$ cat src/logic/btc_pkg.sv
// Package: offsets, field positions, reset values and carriers of the terminal control registers
package btc_pkg;
	// ==========================================================
	// Register indices (printed offsets are word indices)
	localparam logic [4:0] BTC_IDX_IRQ_MASK = 5'h00;
	localparam logic [4:0] BTC_IDX_MODE = 5'h01;
	localparam logic [4:0] BTC_IDX_GCFG = 5'h02;
	localparam logic [4:0] BTC_IDX_CMD = 5'h03;
	localparam logic [4:0] BTC_IDX_MCW = 5'h04;
	localparam logic [4:0] BTC_IDX_IRQ_STAT = 5'h06;
	localparam logic [4:0] BTC_IDX_ENH = 5'h07;
	localparam int BTC_ADDR_W = 8;
	// ==========================================================
	// Field positions
	localparam int BTC_MODE_RT = 15;
	localparam int BTC_MODE_MT = 14;
	localparam int BTC_MODE_MMT = 12;
	localparam int BTC_GCFG_ENH_IRQ = 15;
	localparam int BTC_GCFG_PARITY = 14;
	localparam int BTC_GCFG_AUTOCLR = 4;
	localparam int BTC_GCFG_PULSE = 3;
	localparam int BTC_GCFG_TTR_LO = 7;
	localparam int BTC_ENH_EN = 15;
	localparam int BTC_ENH_ALT = 5;
	localparam int BTC_CMD_RESET = 0;
	localparam int BTC_CMD_START = 1;
	localparam int BTC_CMD_IRQRST = 2;
	localparam int BTC_CMD_TTRST = 3;
	localparam int BTC_CMD_TTCLK = 4;
	// Status bits of the interrupt register
	localparam int BTC_ST_EOM = 0;
	localparam int BTC_ST_BCEOM = 4;
	localparam int BTC_ST_EOF = 3;
	// ==========================================================
	// Reset values
	localparam logic [15:0] BTC_RST_MODE = 16'h0000;
	localparam logic [15:0] BTC_RST_GCFG = 16'h0000;
	localparam logic [15:0] BTC_RST_MCW = 16'h0000;
	localparam logic [15:0] BTC_RST_MASK = 16'h0000;
	localparam logic [15:0] BTC_RST_ENH = 16'h0000;
	// Read-only mode-register bits overlaid from engine state
	localparam logic [15:0] BTC_MODE_RO_BC = 16'h0007;
	localparam logic [15:0] BTC_MODE_RO_RT = 16'h0001;
	localparam logic [15:0] BTC_MODE_RO_MT = 16'h0007;
	// ==========================================================
	typedef enum logic [1:0] {
		BTC_FN_BC = 2'b00,
		BTC_FN_RT = 2'b10,
		BTC_FN_MT = 2'b01
	} btc_fn_e;
	// Engine status arriving from the protocol engine
	typedef struct packed {
		logic bc_enabled;
		logic frame_active;
		logic msg_active;
		logic rt_msg_active;
		logic mon_enabled;
		logic mon_triggered;
		logic mon_active;
		logic [15:0] cmd_stack_ptr;
	} btc_eng_s;
	// Command pulses toward the engine
	typedef struct packed {
		logic term_reset;
		logic start;
		logic irq_reset;
		logic tt_reset;
		logic tt_test_clk;
	} btc_cmd_s;
	// Decoded configuration toward the engine
	typedef struct packed {
		logic [1:0] fn;
		logic enhanced;
		logic mon_alongside;
		logic [15:0] mode_ctl;
		logic enh_irq;
		logic parity_en;
		logic busy_lut_en;
		logic rx_dbl_buf;
		logic ovwr_invalid;
		logic no_256_bound;
		logic [2:0] tt_res;
		logic tt_clr_sync;
		logic tt_load_sync;
		logic clr_srq;
		logic enh_rt_mm;
		logic sep_bcst;
		logic [15:0] mcw;
		logic tx_tt_sync;
	} btc_cfg_s;
endpackage : btc_pkg

$ cat src/logic/btc_irq.sv
// Sticky interrupt status with mask, level or pulse request and auto clear
`timescale 1ns/100ps
`default_nettype none
module btc_irq
	import btc_pkg::*;
(
	// Clock and reset
	input wire logic clock,
	input wire logic rstn,
	// Events and software control
	input wire logic [15:0] events,
	input wire logic [15:0] w1c,
	input wire logic rd_clear,
	input wire logic reset_all,
	input wire logic [15:0] mask,
	input wire logic pulse_mode,
	// State
	output logic [15:0] status,
	output logic irq
);
	// ==========================================================
	// Sticky bits: a new event wins over any clear in the same cycle
	logic [15:0] next_status;
	logic pend;
	logic pend_d;
	always_comb
	begin
		next_status = status;
		if (reset_all || rd_clear)
		begin
			next_status = 16'h0000;
		end
		next_status = (next_status & ~w1c) | events;
	end
	always_ff @(posedge clock or negedge rstn)
	begin
		if (!rstn)
			status <= 16'h0000;
		else
			status <= next_status;
	end
	// Level while pending, or one-cycle pulse on a new pending edge
	assign pend = |(status & mask);
	always_ff @(posedge clock or negedge rstn)
	begin
		if (!rstn)
			pend_d <= 1'b0;
		else
			pend_d <= pend;
	end
	assign irq = pulse_mode ? (pend & ~pend_d) : pend;
endmodule : btc_irq
`default_nettype wire

$ cat src/logic/btc_regs.sv
// Terminal control register bank behind an AXI4-Lite slave
`timescale 1ns/100ps
`default_nettype none
// Functional notes
// Mode register bits 15 and 14 pick the function: 00 controller, 15 terminal, 14 monitor.
// In controller function bits 2..0 read back enabled, frame and message activity; 11..0 need enhanced mode.
// In monitor function bits 12..0 need enhanced mode; 11,10,9,7 control trigger use.
// In terminal function bit 0 reads message-in-progress, without alternate status only when enhanced.
// Bit 12 enables the monitor alongside the terminal; bits 11..7 hold terminal status controls.
// Configuration bit 15 enables enhanced interrupts and bit 14 RAM parity.
// Configuration bits 9..7 set the time tag resolution.
// Configuration bits 6 and 5 clear or load the time tag on a synchronize command.
// Configuration bit 4 auto-clears interrupt status, bit 3 picks level or pulse request.
// Configuration bits 13..10 control busy table, double buffering, overwrite and boundary.
// Configuration bits 2..0 clear service request, enhanced memory management, separate broadcast.
// Writes to offset 03H reset, start, reset interrupts, reset or clock the time tag.
// Offset 04H holds status masks, retry, bus channel, end-of-message interrupt and formats.
// Message control bit 15 makes the controller send its time tag as sync data.
// Reading offset 03H returns the 16-bit command stack pointer.
// Command bits are one-cycle pulses, unstored, and zeros do nothing.
module btc_regs
	import btc_pkg::*;
(
	// Clock and reset
	input wire logic clock,
	input wire logic rstn,
	// AXI4-Lite write address and data
	input wire logic [BTC_ADDR_W-1:0] s_axi_awaddr,
	input wire logic s_axi_awvalid,
	output logic s_axi_awready,
	input wire logic [31:0] s_axi_wdata,
	input wire logic [3:0] s_axi_wstrb,
	input wire logic s_axi_wvalid,
	output logic s_axi_wready,
	// AXI4-Lite write response
	output logic [1:0] s_axi_bresp,
	output logic s_axi_bvalid,
	input wire logic s_axi_bready,
	// AXI4-Lite read
	input wire logic [BTC_ADDR_W-1:0] s_axi_araddr,
	input wire logic s_axi_arvalid,
	output logic s_axi_arready,
	output logic [31:0] s_axi_rdata,
	output logic [1:0] s_axi_rresp,
	output logic s_axi_rvalid,
	input wire logic s_axi_rready,
	// Protocol engine side
	input wire btc_eng_s eng,
	input wire logic [15:0] eng_events,
	output btc_cmd_s cmd,
	output btc_cfg_s cfg,
	// Interrupt request
	output logic irq
);
	// ==========================================================
	// Helpers
	function automatic logic [4:0] widx(input logic [BTC_ADDR_W-1:0] a);
		widx = a[6:2];
	endfunction : widx
	function automatic logic mapped(input logic [BTC_ADDR_W-1:0] a);
		mapped = (a[1:0] == 2'b00) && (a[BTC_ADDR_W-1] == 1'b0) &&
			(widx(a) <= BTC_IDX_ENH) && (widx(a) != 5'h05);
	endfunction : mapped
	function automatic logic [15:0] merge(input logic [15:0] old, input logic [15:0] d,
		input logic [3:0] s);
		merge = {s[1] ? d[15:8] : old[15:8], s[0] ? d[7:0] : old[7:0]};
	endfunction : merge

	logic [15:0] mode_reg;
	logic [15:0] gcfg;
	logic [15:0] mcw;
	logic [15:0] mask;
	logic [15:0] enh;
	logic [15:0] status;
	logic [BTC_ADDR_W-1:0] aw_addr;
	logic [31:0] w_data;
	logic [3:0] w_strb;
	logic aw_full;
	logic w_full;
	logic do_write;
	logic wr_ok;
	logic [4:0] wi;
	logic do_read;
	logic rd_clear;
	logic [15:0] w1c;
	logic [15:0] rd_val;
	btc_fn_e fn;
	logic enhanced;
	logic alt_status;

	// ==========================================================
	// Write channels: address and data are held until both are present
	assign s_axi_awready = !aw_full;
	assign s_axi_wready = !w_full;
	assign do_write = aw_full && w_full && !s_axi_bvalid;
	assign wi = widx(aw_addr);
	assign wr_ok = mapped(aw_addr);
	always_ff @(posedge clock or negedge rstn)
	begin
		if (!rstn)
		begin
			aw_full <= 1'b0;
			aw_addr <= '0;
		end
		else if (s_axi_awvalid && s_axi_awready)
		begin
			aw_full <= 1'b1;
			aw_addr <= s_axi_awaddr;
		end
		else if (do_write)
			aw_full <= 1'b0;
	end
	always_ff @(posedge clock or negedge rstn)
	begin
		if (!rstn)
		begin
			w_full <= 1'b0;
			w_data <= '0;
			w_strb <= '0;
		end
		else if (s_axi_wvalid && s_axi_wready)
		begin
			w_full <= 1'b1;
			w_data <= s_axi_wdata;
			w_strb <= s_axi_wstrb;
		end
		else if (do_write)
			w_full <= 1'b0;
	end
	// Response: unmapped addresses get SLVERR and change nothing
	always_ff @(posedge clock or negedge rstn)
	begin
		if (!rstn)
		begin
			s_axi_bvalid <= 1'b0;
			s_axi_bresp <= 2'b00;
		end
		else if (do_write)
		begin
			s_axi_bvalid <= 1'b1;
			s_axi_bresp <= wr_ok ? 2'b00 : 2'b10;
		end
		else if (s_axi_bready)
			s_axi_bvalid <= 1'b0;
	end

	// ==========================================================
	// Stored registers, written with byte lanes 0 and 1
	always_ff @(posedge clock or negedge rstn)
	begin
		if (!rstn)
		begin
			mode_reg <= BTC_RST_MODE;
			gcfg <= BTC_RST_GCFG;
			mcw <= BTC_RST_MCW;
			mask <= BTC_RST_MASK;
			enh <= BTC_RST_ENH;
		end
		else if (do_write && wr_ok)
		begin
			unique case (wi)
				BTC_IDX_MODE: mode_reg <= merge(mode_reg, w_data[15:0], w_strb);
				BTC_IDX_GCFG: gcfg <= merge(gcfg, w_data[15:0], w_strb);
				BTC_IDX_MCW: mcw <= merge(mcw, w_data[15:0], w_strb);
				BTC_IDX_IRQ_MASK: mask <= merge(mask, w_data[15:0], w_strb);
				BTC_IDX_ENH: enh <= merge(enh, w_data[15:0], w_strb);
				default: ;
			endcase
		end
	end

	// Command pulses live for exactly the write cycle; nothing is stored
	always_comb
	begin
		cmd = '0;
		if (do_write && wr_ok && (wi == BTC_IDX_CMD) && w_strb[0])
		begin
			cmd.term_reset = w_data[BTC_CMD_RESET];
			cmd.start = w_data[BTC_CMD_START];
			cmd.irq_reset = w_data[BTC_CMD_IRQRST];
			cmd.tt_reset = w_data[BTC_CMD_TTRST];
			cmd.tt_test_clk = w_data[BTC_CMD_TTCLK];
		end
	end
	// Write one to clear the interrupt status
	assign w1c = (do_write && wr_ok && (wi == BTC_IDX_IRQ_STAT)) ?
		merge(16'h0000, w_data[15:0], w_strb) : 16'h0000;

	// ==========================================================
	// Function decode and configuration toward the engine
	assign fn = btc_fn_e'(mode_reg[BTC_MODE_RT:BTC_MODE_MT]);
	assign enhanced = enh[BTC_ENH_EN];
	assign alt_status = enh[BTC_ENH_ALT];
	always_comb
	begin
		cfg = '0;
		cfg.fn = mode_reg[BTC_MODE_RT:BTC_MODE_MT];
		cfg.enhanced = enhanced;
		cfg.mode_ctl = mode_reg;
		// Enhanced-only fields are hidden from the engine outside enhanced mode
		if (!enhanced && (fn == BTC_FN_BC))
			cfg.mode_ctl[11:0] = 12'h000;
		if (!enhanced && (fn == BTC_FN_MT))
			cfg.mode_ctl[12:0] = 13'h0000;
		if (!enhanced && (fn == BTC_FN_RT) && !alt_status)
			cfg.mode_ctl[7] = 1'b0;
		cfg.mon_alongside = (fn == BTC_FN_RT) && mode_reg[BTC_MODE_MMT];
		cfg.enh_irq = gcfg[BTC_GCFG_ENH_IRQ];
		cfg.parity_en = gcfg[BTC_GCFG_PARITY];
		cfg.busy_lut_en = gcfg[13];
		cfg.rx_dbl_buf = gcfg[12];
		cfg.ovwr_invalid = gcfg[11];
		cfg.no_256_bound = gcfg[10];
		cfg.tt_res = gcfg[BTC_GCFG_TTR_LO+2:BTC_GCFG_TTR_LO];
		cfg.tt_clr_sync = gcfg[6];
		cfg.tt_load_sync = gcfg[5];
		cfg.clr_srq = gcfg[2];
		cfg.enh_rt_mm = gcfg[1];
		cfg.sep_bcst = gcfg[0];
		cfg.mcw = mcw;
		cfg.tx_tt_sync = (fn == BTC_FN_BC) && mcw[15];
	end

	// ==========================================================
	// Mode register readback with engine state in the read-only bits
	always_comb
	begin
		rd_val = 16'h0000;
		unique case (fn)
			BTC_FN_BC:
			begin
				rd_val = (mode_reg & ~BTC_MODE_RO_BC) |
					{13'h0000, eng.bc_enabled, eng.frame_active, eng.msg_active};
				if (!enhanced)
					rd_val[11:0] = 12'h000;
			end
			BTC_FN_MT:
			begin
				rd_val = (mode_reg & ~BTC_MODE_RO_MT) |
					{13'h0000, eng.mon_enabled, eng.mon_triggered, eng.mon_active};
				rd_val[8] = 1'b0;
				rd_val[6:3] = 4'h0;
				if (!enhanced)
					rd_val[12:0] = 13'h0000;
			end
			default:
			begin
				// Terminal: bits 6..1 read back only with alternate status, bit 0 live activity unless neither alternate status nor enhanced
				rd_val = (mode_reg & ~BTC_MODE_RO_RT) | {15'h0000, eng.rt_msg_active};
				if (!alt_status)
					rd_val[6:1] = 6'h00;
				if (!alt_status && !enhanced)
				begin
					rd_val[0] = 1'b0;
					rd_val[7] = 1'b0;
				end
			end
		endcase
	end

	// ==========================================================
	// Read channel: one read in flight, answered one cycle after address
	assign s_axi_arready = !s_axi_rvalid;
	assign do_read = s_axi_arvalid && s_axi_arready;
	always_ff @(posedge clock or negedge rstn)
	begin
		if (!rstn)
		begin
			s_axi_rvalid <= 1'b0;
			s_axi_rdata <= 32'h00000000;
			s_axi_rresp <= 2'b00;
		end
		else if (do_read)
		begin
			s_axi_rvalid <= 1'b1;
			s_axi_rresp <= mapped(s_axi_araddr) ? 2'b00 : 2'b10;
			s_axi_rdata <= 32'h00000000;
			if (mapped(s_axi_araddr))
			begin
				unique case (widx(s_axi_araddr))
					BTC_IDX_MODE: s_axi_rdata <= {16'h0000, rd_val};
					BTC_IDX_GCFG: s_axi_rdata <= {16'h0000, gcfg};
					BTC_IDX_CMD: s_axi_rdata <= {16'h0000, eng.cmd_stack_ptr};
					BTC_IDX_MCW: s_axi_rdata <= {16'h0000, mcw};
					BTC_IDX_IRQ_MASK: s_axi_rdata <= {16'h0000, mask};
					BTC_IDX_IRQ_STAT: s_axi_rdata <= {16'h0000, status};
					BTC_IDX_ENH: s_axi_rdata <= {16'h0000, enh};
					default: s_axi_rdata <= 32'h00000000;
				endcase
			end
		end
		else if (s_axi_rready)
			s_axi_rvalid <= 1'b0;
	end
	// Auto clear empties the status once software has read it
	assign rd_clear = do_read && gcfg[BTC_GCFG_AUTOCLR] && mapped(s_axi_araddr) &&
		(widx(s_axi_araddr) == BTC_IDX_IRQ_STAT);

	// ==========================================================
	// Interrupt status, mask and request
	btc_irq u_irq (
		.clock(clock),
		.rstn(rstn),
		.events(eng_events),
		.w1c(w1c),
		.rd_clear(rd_clear),
		.reset_all(cmd.irq_reset),
		.mask(mask),
		.pulse_mode(gcfg[BTC_GCFG_PULSE]),
		.status(status),
		.irq(irq)
	);

	// ==========================================================
	// Checks
	a_cmd_pulse_once: assert property (@(posedge clock) disable iff (!rstn)
		cmd.start |=> !cmd.start) else $error("start pulse longer than one cycle");
	a_cmd_from_write: assert property (@(posedge clock) disable iff (!rstn)
		cmd.term_reset |-> (do_write && wi == BTC_IDX_CMD && w_data[0]))
		else $error("reset pulse without command write");
	a_fn_decode: assert property (@(posedge clock) disable iff (!rstn)
		cfg.fn == mode_reg[15:14]) else $error("function select mismatch");
	a_ttres_field: assert property (@(posedge clock) disable iff (!rstn)
		cfg.tt_res == gcfg[9:7]) else $error("time tag resolution wrong");
	a_ptr_readback: assert property (@(posedge clock) disable iff (!rstn)
		(do_read && s_axi_araddr == 8'h0c) |=> (s_axi_rvalid && s_axi_rdata[15:0] ==
		$past(eng.cmd_stack_ptr))) else $error("stack pointer readback wrong");
	a_bc_ro_bits: assert property (@(posedge clock) disable iff (!rstn)
		(do_read && s_axi_araddr == 8'h04 && fn == BTC_FN_BC && enhanced) |=>
		(s_axi_rdata[0] == $past(eng.msg_active))) else $error("bc activity bit wrong");
	a_tt_sync_bc: assert property (@(posedge clock) disable iff (!rstn)
		cfg.tx_tt_sync |-> (mcw[15] && fn == BTC_FN_BC)) else $error("sync tag flag wrong");
	a_autoclr_read: assert property (@(posedge clock) disable iff (!rstn)
		(rd_clear && eng_events == 16'h0000 && w1c == 16'h0000) |=> status == 16'h0000)
		else $error("status not cleared on read");
	a_mmt_enable: assert property (@(posedge clock) disable iff (!rstn)
		cfg.mon_alongside |-> (mode_reg[12] && fn == BTC_FN_RT))
		else $error("monitor alongside wrong");
endmodule : btc_regs
`default_nettype wire

$ cat config.mk
export PLATFORM = sky130hd
export DESIGN_NAME = btc_regs
export DESIGN_NICKNAME = d
export VERILOG_FILES = /design/src/logic/btc_pkg.sv /design/src/logic/btc_irq.sv /design/src/logic/btc_regs.sv
export SDC_FILE = /design/constraint.sdc
export NUM_CORES = 1
export LEC_CHECK = 0
export ABC_AREA = 1
export BUFFER_PORTS_ARGS = -buffer_cell sky130_fd_sc_hd__buf_2
export CAP_MARGIN = 15
export CORE_MARGIN = 2
export CORE_UTILIZATION = 48
export DETAILED_ROUTE_END_ITERATION = 10
export GPL_ROUTABILITY_DRIVEN = 1
export PLACE_DENSITY_LB_ADDON = 0.25
export SYNTH_ARGS = -nofsm -noshare
export SYNTH_HDL_FRONTEND = slang
export SYNTH_SLANG_ARGS = --single-unit
export TNS_END_PERCENT = 50
$ cat constraint.sdc
create_clock -name clock -period 1.6 [get_ports clock]
set_input_delay 0.32 -clock clock [delete_from_list [all_inputs] [get_ports clock]]
set_output_delay 0.32 -clock clock [all_outputs]
set_load 0.01 [all_outputs]
======== After elaboration in Yosys (flattened, before gate mapping) ========
Index checks and enable logic that the tools add are counted.
word-level totals
  register bits ........................... 163
  input port bits ......................... 98
  word-level logic and storage cells ...... 129
  output and inout bits ................... 98
cells by class
  magnitude comparators ................... 2
  multiplexer cells ....................... 26
  eq/ne operators ......................... 16
  bitwise logic cells ..................... 11
  reductions and logical operators ........ 52
operators by type and width
  kind                count
  $pmux 16 s7         1
  $mux 16             3
  $and 16x16->16      2
  $or 16x3->16        2
  $pmux 16 s2         1
  $eq 5x3->1 const B  6
  $reduce_and 3->1    10
  $mux 13             2
  $logic_and 1x1->1   25
  $mux 12             2
  $eq 5x2->1 const B  4
  $mux 8              2
  $not 16->16         1
  $or 16x1->16        1
  $or 16x16->16       1
  $reduce_or 16->1    1
  $mux 1              11
  $eq 5x1->1 const B  2
  $le 5x3->1 const B  2
  $logic_not 5->1     2
  $ne 5x3->1 const B  2
  $reduce_bool 2->1   4
  $logic_not 1->1     6
  $logic_not 2->1     3
  other kinds (8)     11

======== Depth between registers and ports, before layout ========
  depth in word-level cells ............... 12
  mapped depth ............................ 11
  depth with buffers taken out ............ 10

======== By module ========
Synthesis repeated with hierarchy kept, for this count alone.
second synthesis, totals
  cell total of the unflattened synthesis .. 1037
  area, all modules ....................... 7793.7 µm²
modules (own cells, without submodules)
  module    times used  cells an instance  area an instance (µm²)  seq. area each (µm²)
  btc_regs  1           934                6821.5                  3203.1
  btc_irq   1           103                972.2                   425.4

======== Least setup slack after synthesis ========
OpenSTA, ideal clock, no wires.
  path type ............................... register -> output
  start point ............................. reg s_axi_bvalid
  end point ............................... out cmd[0] (netlist bit)
  cell stages (with the launch flop) ...... 8
  buffers on the path ..................... 0
  arrival time ............................ 1432 ps
  setup slack ............................. -152 ps
  cell sequence ........................... dfrtp_1 nor2_4 nand2_2 nor2_8 inv_4 nor2_8 inv_1 nor3_1
RTL lines
  element                   RTL line         text
  start: declaration        btc_regs.sv:37   output logic s_axi_bvalid,
  start signal: assignment  btc_regs.sv:135  s_axi_bvalid <= 1'b0;
  start signal: assignment  btc_regs.sv:140  s_axi_bvalid <= 1'b1;
  start signal: assignment  btc_regs.sv:144  s_axi_bvalid <= 1'b0;
  end: declaration          btc_regs.sv:50   output btc_cmd_s cmd,

==> flow_summary.ini <==
[die]
pin_count = 196
num_rows = 45
die_w_um = 128
die_h_um = 128
core_area_um2 = 15100
die_area_um2 = 16500
start_util_pct = 49.1

[status]
violations = negative setup slack
run_status = complete, but fails checks

[setup_path]
critPathLaunchType = flop
cp-end-kind = primary output
arrival_ps = 1740
worst-path-max-fanout = 3
worstSetupPathType = flop to primary output
required_ps = 1280

[route]
drc = 0
routedWlPerCell_um = 15.5
wirelength_um = 21600
dr.pass1.iters = 5
vias_per_cell = 5.02
vias = 6987
ant_nets = 0
drtIter0Drc = 570

[logic_synthesis]
avgSynthCellArea_um2 = 7.71
netlist_area_um2 = 7430
ys_seq_area_share_pct = 48.8
synth_top_flop_cell = dfrtp_1
netlist_top_cells_area = dfrtp_1 49%, nand2_1 15%, nor2_1 5.6%
synth-seq-cells = 145
ys_warn_count = 0
ys_types = 35
synth_top_area_cell = dfrtp_1
synth_common_cells = 306 x nand2_1, 145 x dfrtp_1, 111 x nor2_1
yosys.area.top_type_share_pct = 48.8
ys_async_sr_fraction_pct = 100
synth_edf_count = 0
netlist_instances = 964
synth_most_common_cell = nand2_1

[placed_design]
gp_congestion = 0.889
dpl.hpwl_um = 15100
io_buffers = 159

[cts]
h-tree-depth = 4
clkLatencyLatePin_ps = 430
cts.sinks = 145
cts_buffers = 17
clk_path_buf_depth = 2
cts_tree = built
clk_pin_slew_worst_paths_ps = 60
cts_root_buf = clkbuf_16

[finish]
nets = 1288
antenna_cells = 0
area_growth_pct = 35.9
layout-drive-gt1-share_pct = 32.4
seq_area_um2 = 3630
multi_input_area_um2 = 3450
post-route-util_pct = 66.7
fillers = 1256

[timing]
fin_skew_ps = 10.4
layout_min_cycle_time_ps = 2060
setup_viol_count_final = 117
report.final.slew_viol_count = 0
setup_slack_ps = -455
rsz0062_at_grt = yes
timing.final.crit_share_pct = 128
max_freq_mhz = 487
finalHoldViolCount = 0

[pwr]
power_mw = 10.7
p_leak_nw = 5.54
powerDensity_nw_per_um2 = 1060
irDropWorstVdd_mv = 1.02

[global_routing]
grt_use_total_pct = 26.7
antenna_found_initial = 0
grt_max_degree = 48
overflow = 0
grt_pass1_vias = 6568
grt_first_pass_wirelength_um = 33800

[job]
drv_cap = 0

[min_path]
hold_class = input port to flop
-- kinds of logic after synthesis --
| group | Yosys count | synth area share [%] |
|---|---|---|
| DFF | 145 | 48.8 |
| AOI/OAI and AO/OA | 159 | 12.0 |
| and+or+nand+nor | 488 | 27.4 |
| muxes | 4 | 0.589 |
| other | 1 | 0.0505 |
| buffers and inverters | 167 | 11.2 |
-- worst max-delay path, cell delays in order (launching register included) --
cell and delay, ps:
dfrtp_1 400, nor2_2 150, nand3_2 130, nor2_8 170, inv_6 50, nor2_8 110
nand2_2 80, nor2_2 100, buf_2 140
-- placed cells by master (no fill, tap or decap), types with 4 or more instances in the layout --
cell type    n
dfrtp_2      4
buf_4       75
buf_12       9
nand2_4     11
a31oi_1      4
o21ai_0     26
clkbuf_8     5
nand2_2     17
a21oi_1     27
buf_2      146
clkbuf_1     5
nand4_1      7
nor2_4      14
clkbuf_16   17
nand2_8      7
inv_1       90
nor2_1      90
nand3_1     26
nor3_2       6
dfrtp_1    141
nand2_1    286
o21ai_2     14
conb_1      18
nor2_2      10
o21bai_1    11
buf_6       27
o21ai_1     68
nor3_1      10
-- routing by layer --
metal,routed length (um),vias up,global-route usage [%]
li1,-,3450,-
met1,9700,3231,36.8
met2,9910,271,41.7
met3,1480,35,6.69
met4,473,0,8.14
met5,0,-,0
-- final timing paths --
kind	from	cells after the start	end	slack [ps]
worst max-delay path	aw_addr[5]	8	cmd[3]	-460
worst min-delay path	s_axi_bready	2	s_axi_bvalid	60
worst max register to register	aw_addr[5]	9	u_irq.status[9]	-180
worst min register to register	s_axi_rdata[10]	2	s_axi_rdata[10]	470
max in group asynchronous	rstn	3	enh[15]	640
min in group asynchronous	rstn	2	s_axi_bvalid	410
-- report_power, final --
group / internal (mW) / switching (mW)
combinational: 0.790 / 1.61
clock: 2.50 / 1.48
sequential: 4.07 / 0.213
total: 7.36 / 3.30
-- cell type report --
class | instances | area share (%)
clock buffer | 27 | 5.08
clock inverter | 5 | 0.743
inverter | 95 | 3.68
multi-input combinational | 672 | 34.2
sequential | 145 | 36.0
tap | 188 | 2.33
timing repair buffer | 259 | 18.0
-- metrics by stage --
step                worst slack [ps]  cells  hold WS, ps  TNS, ps  cell area (um^2)
floorplan                      -71.4    981         24.4     -254              7510
global placement                -102   1331          299     -441              8740
detailed placement              -111   1331          295    -1200              8740
CTS                             -460   1382         48.6    -9810              9820
global route                    -564   1391         56.9   -26010             10100
finish                          -455   1391         56.9   -13460             10100
-- repair_timing --
action	4_1_cts	5_1_grt
setup buffers	18	8
hold buffers	1	0
endpoints found under the setup margin	88	125
cloned	1	3
pin swaps	10	12
endpoints found under the hold margin	40	0
resized for setup	79	49
No activity file was read; power rests on OpenSTA's default activity.
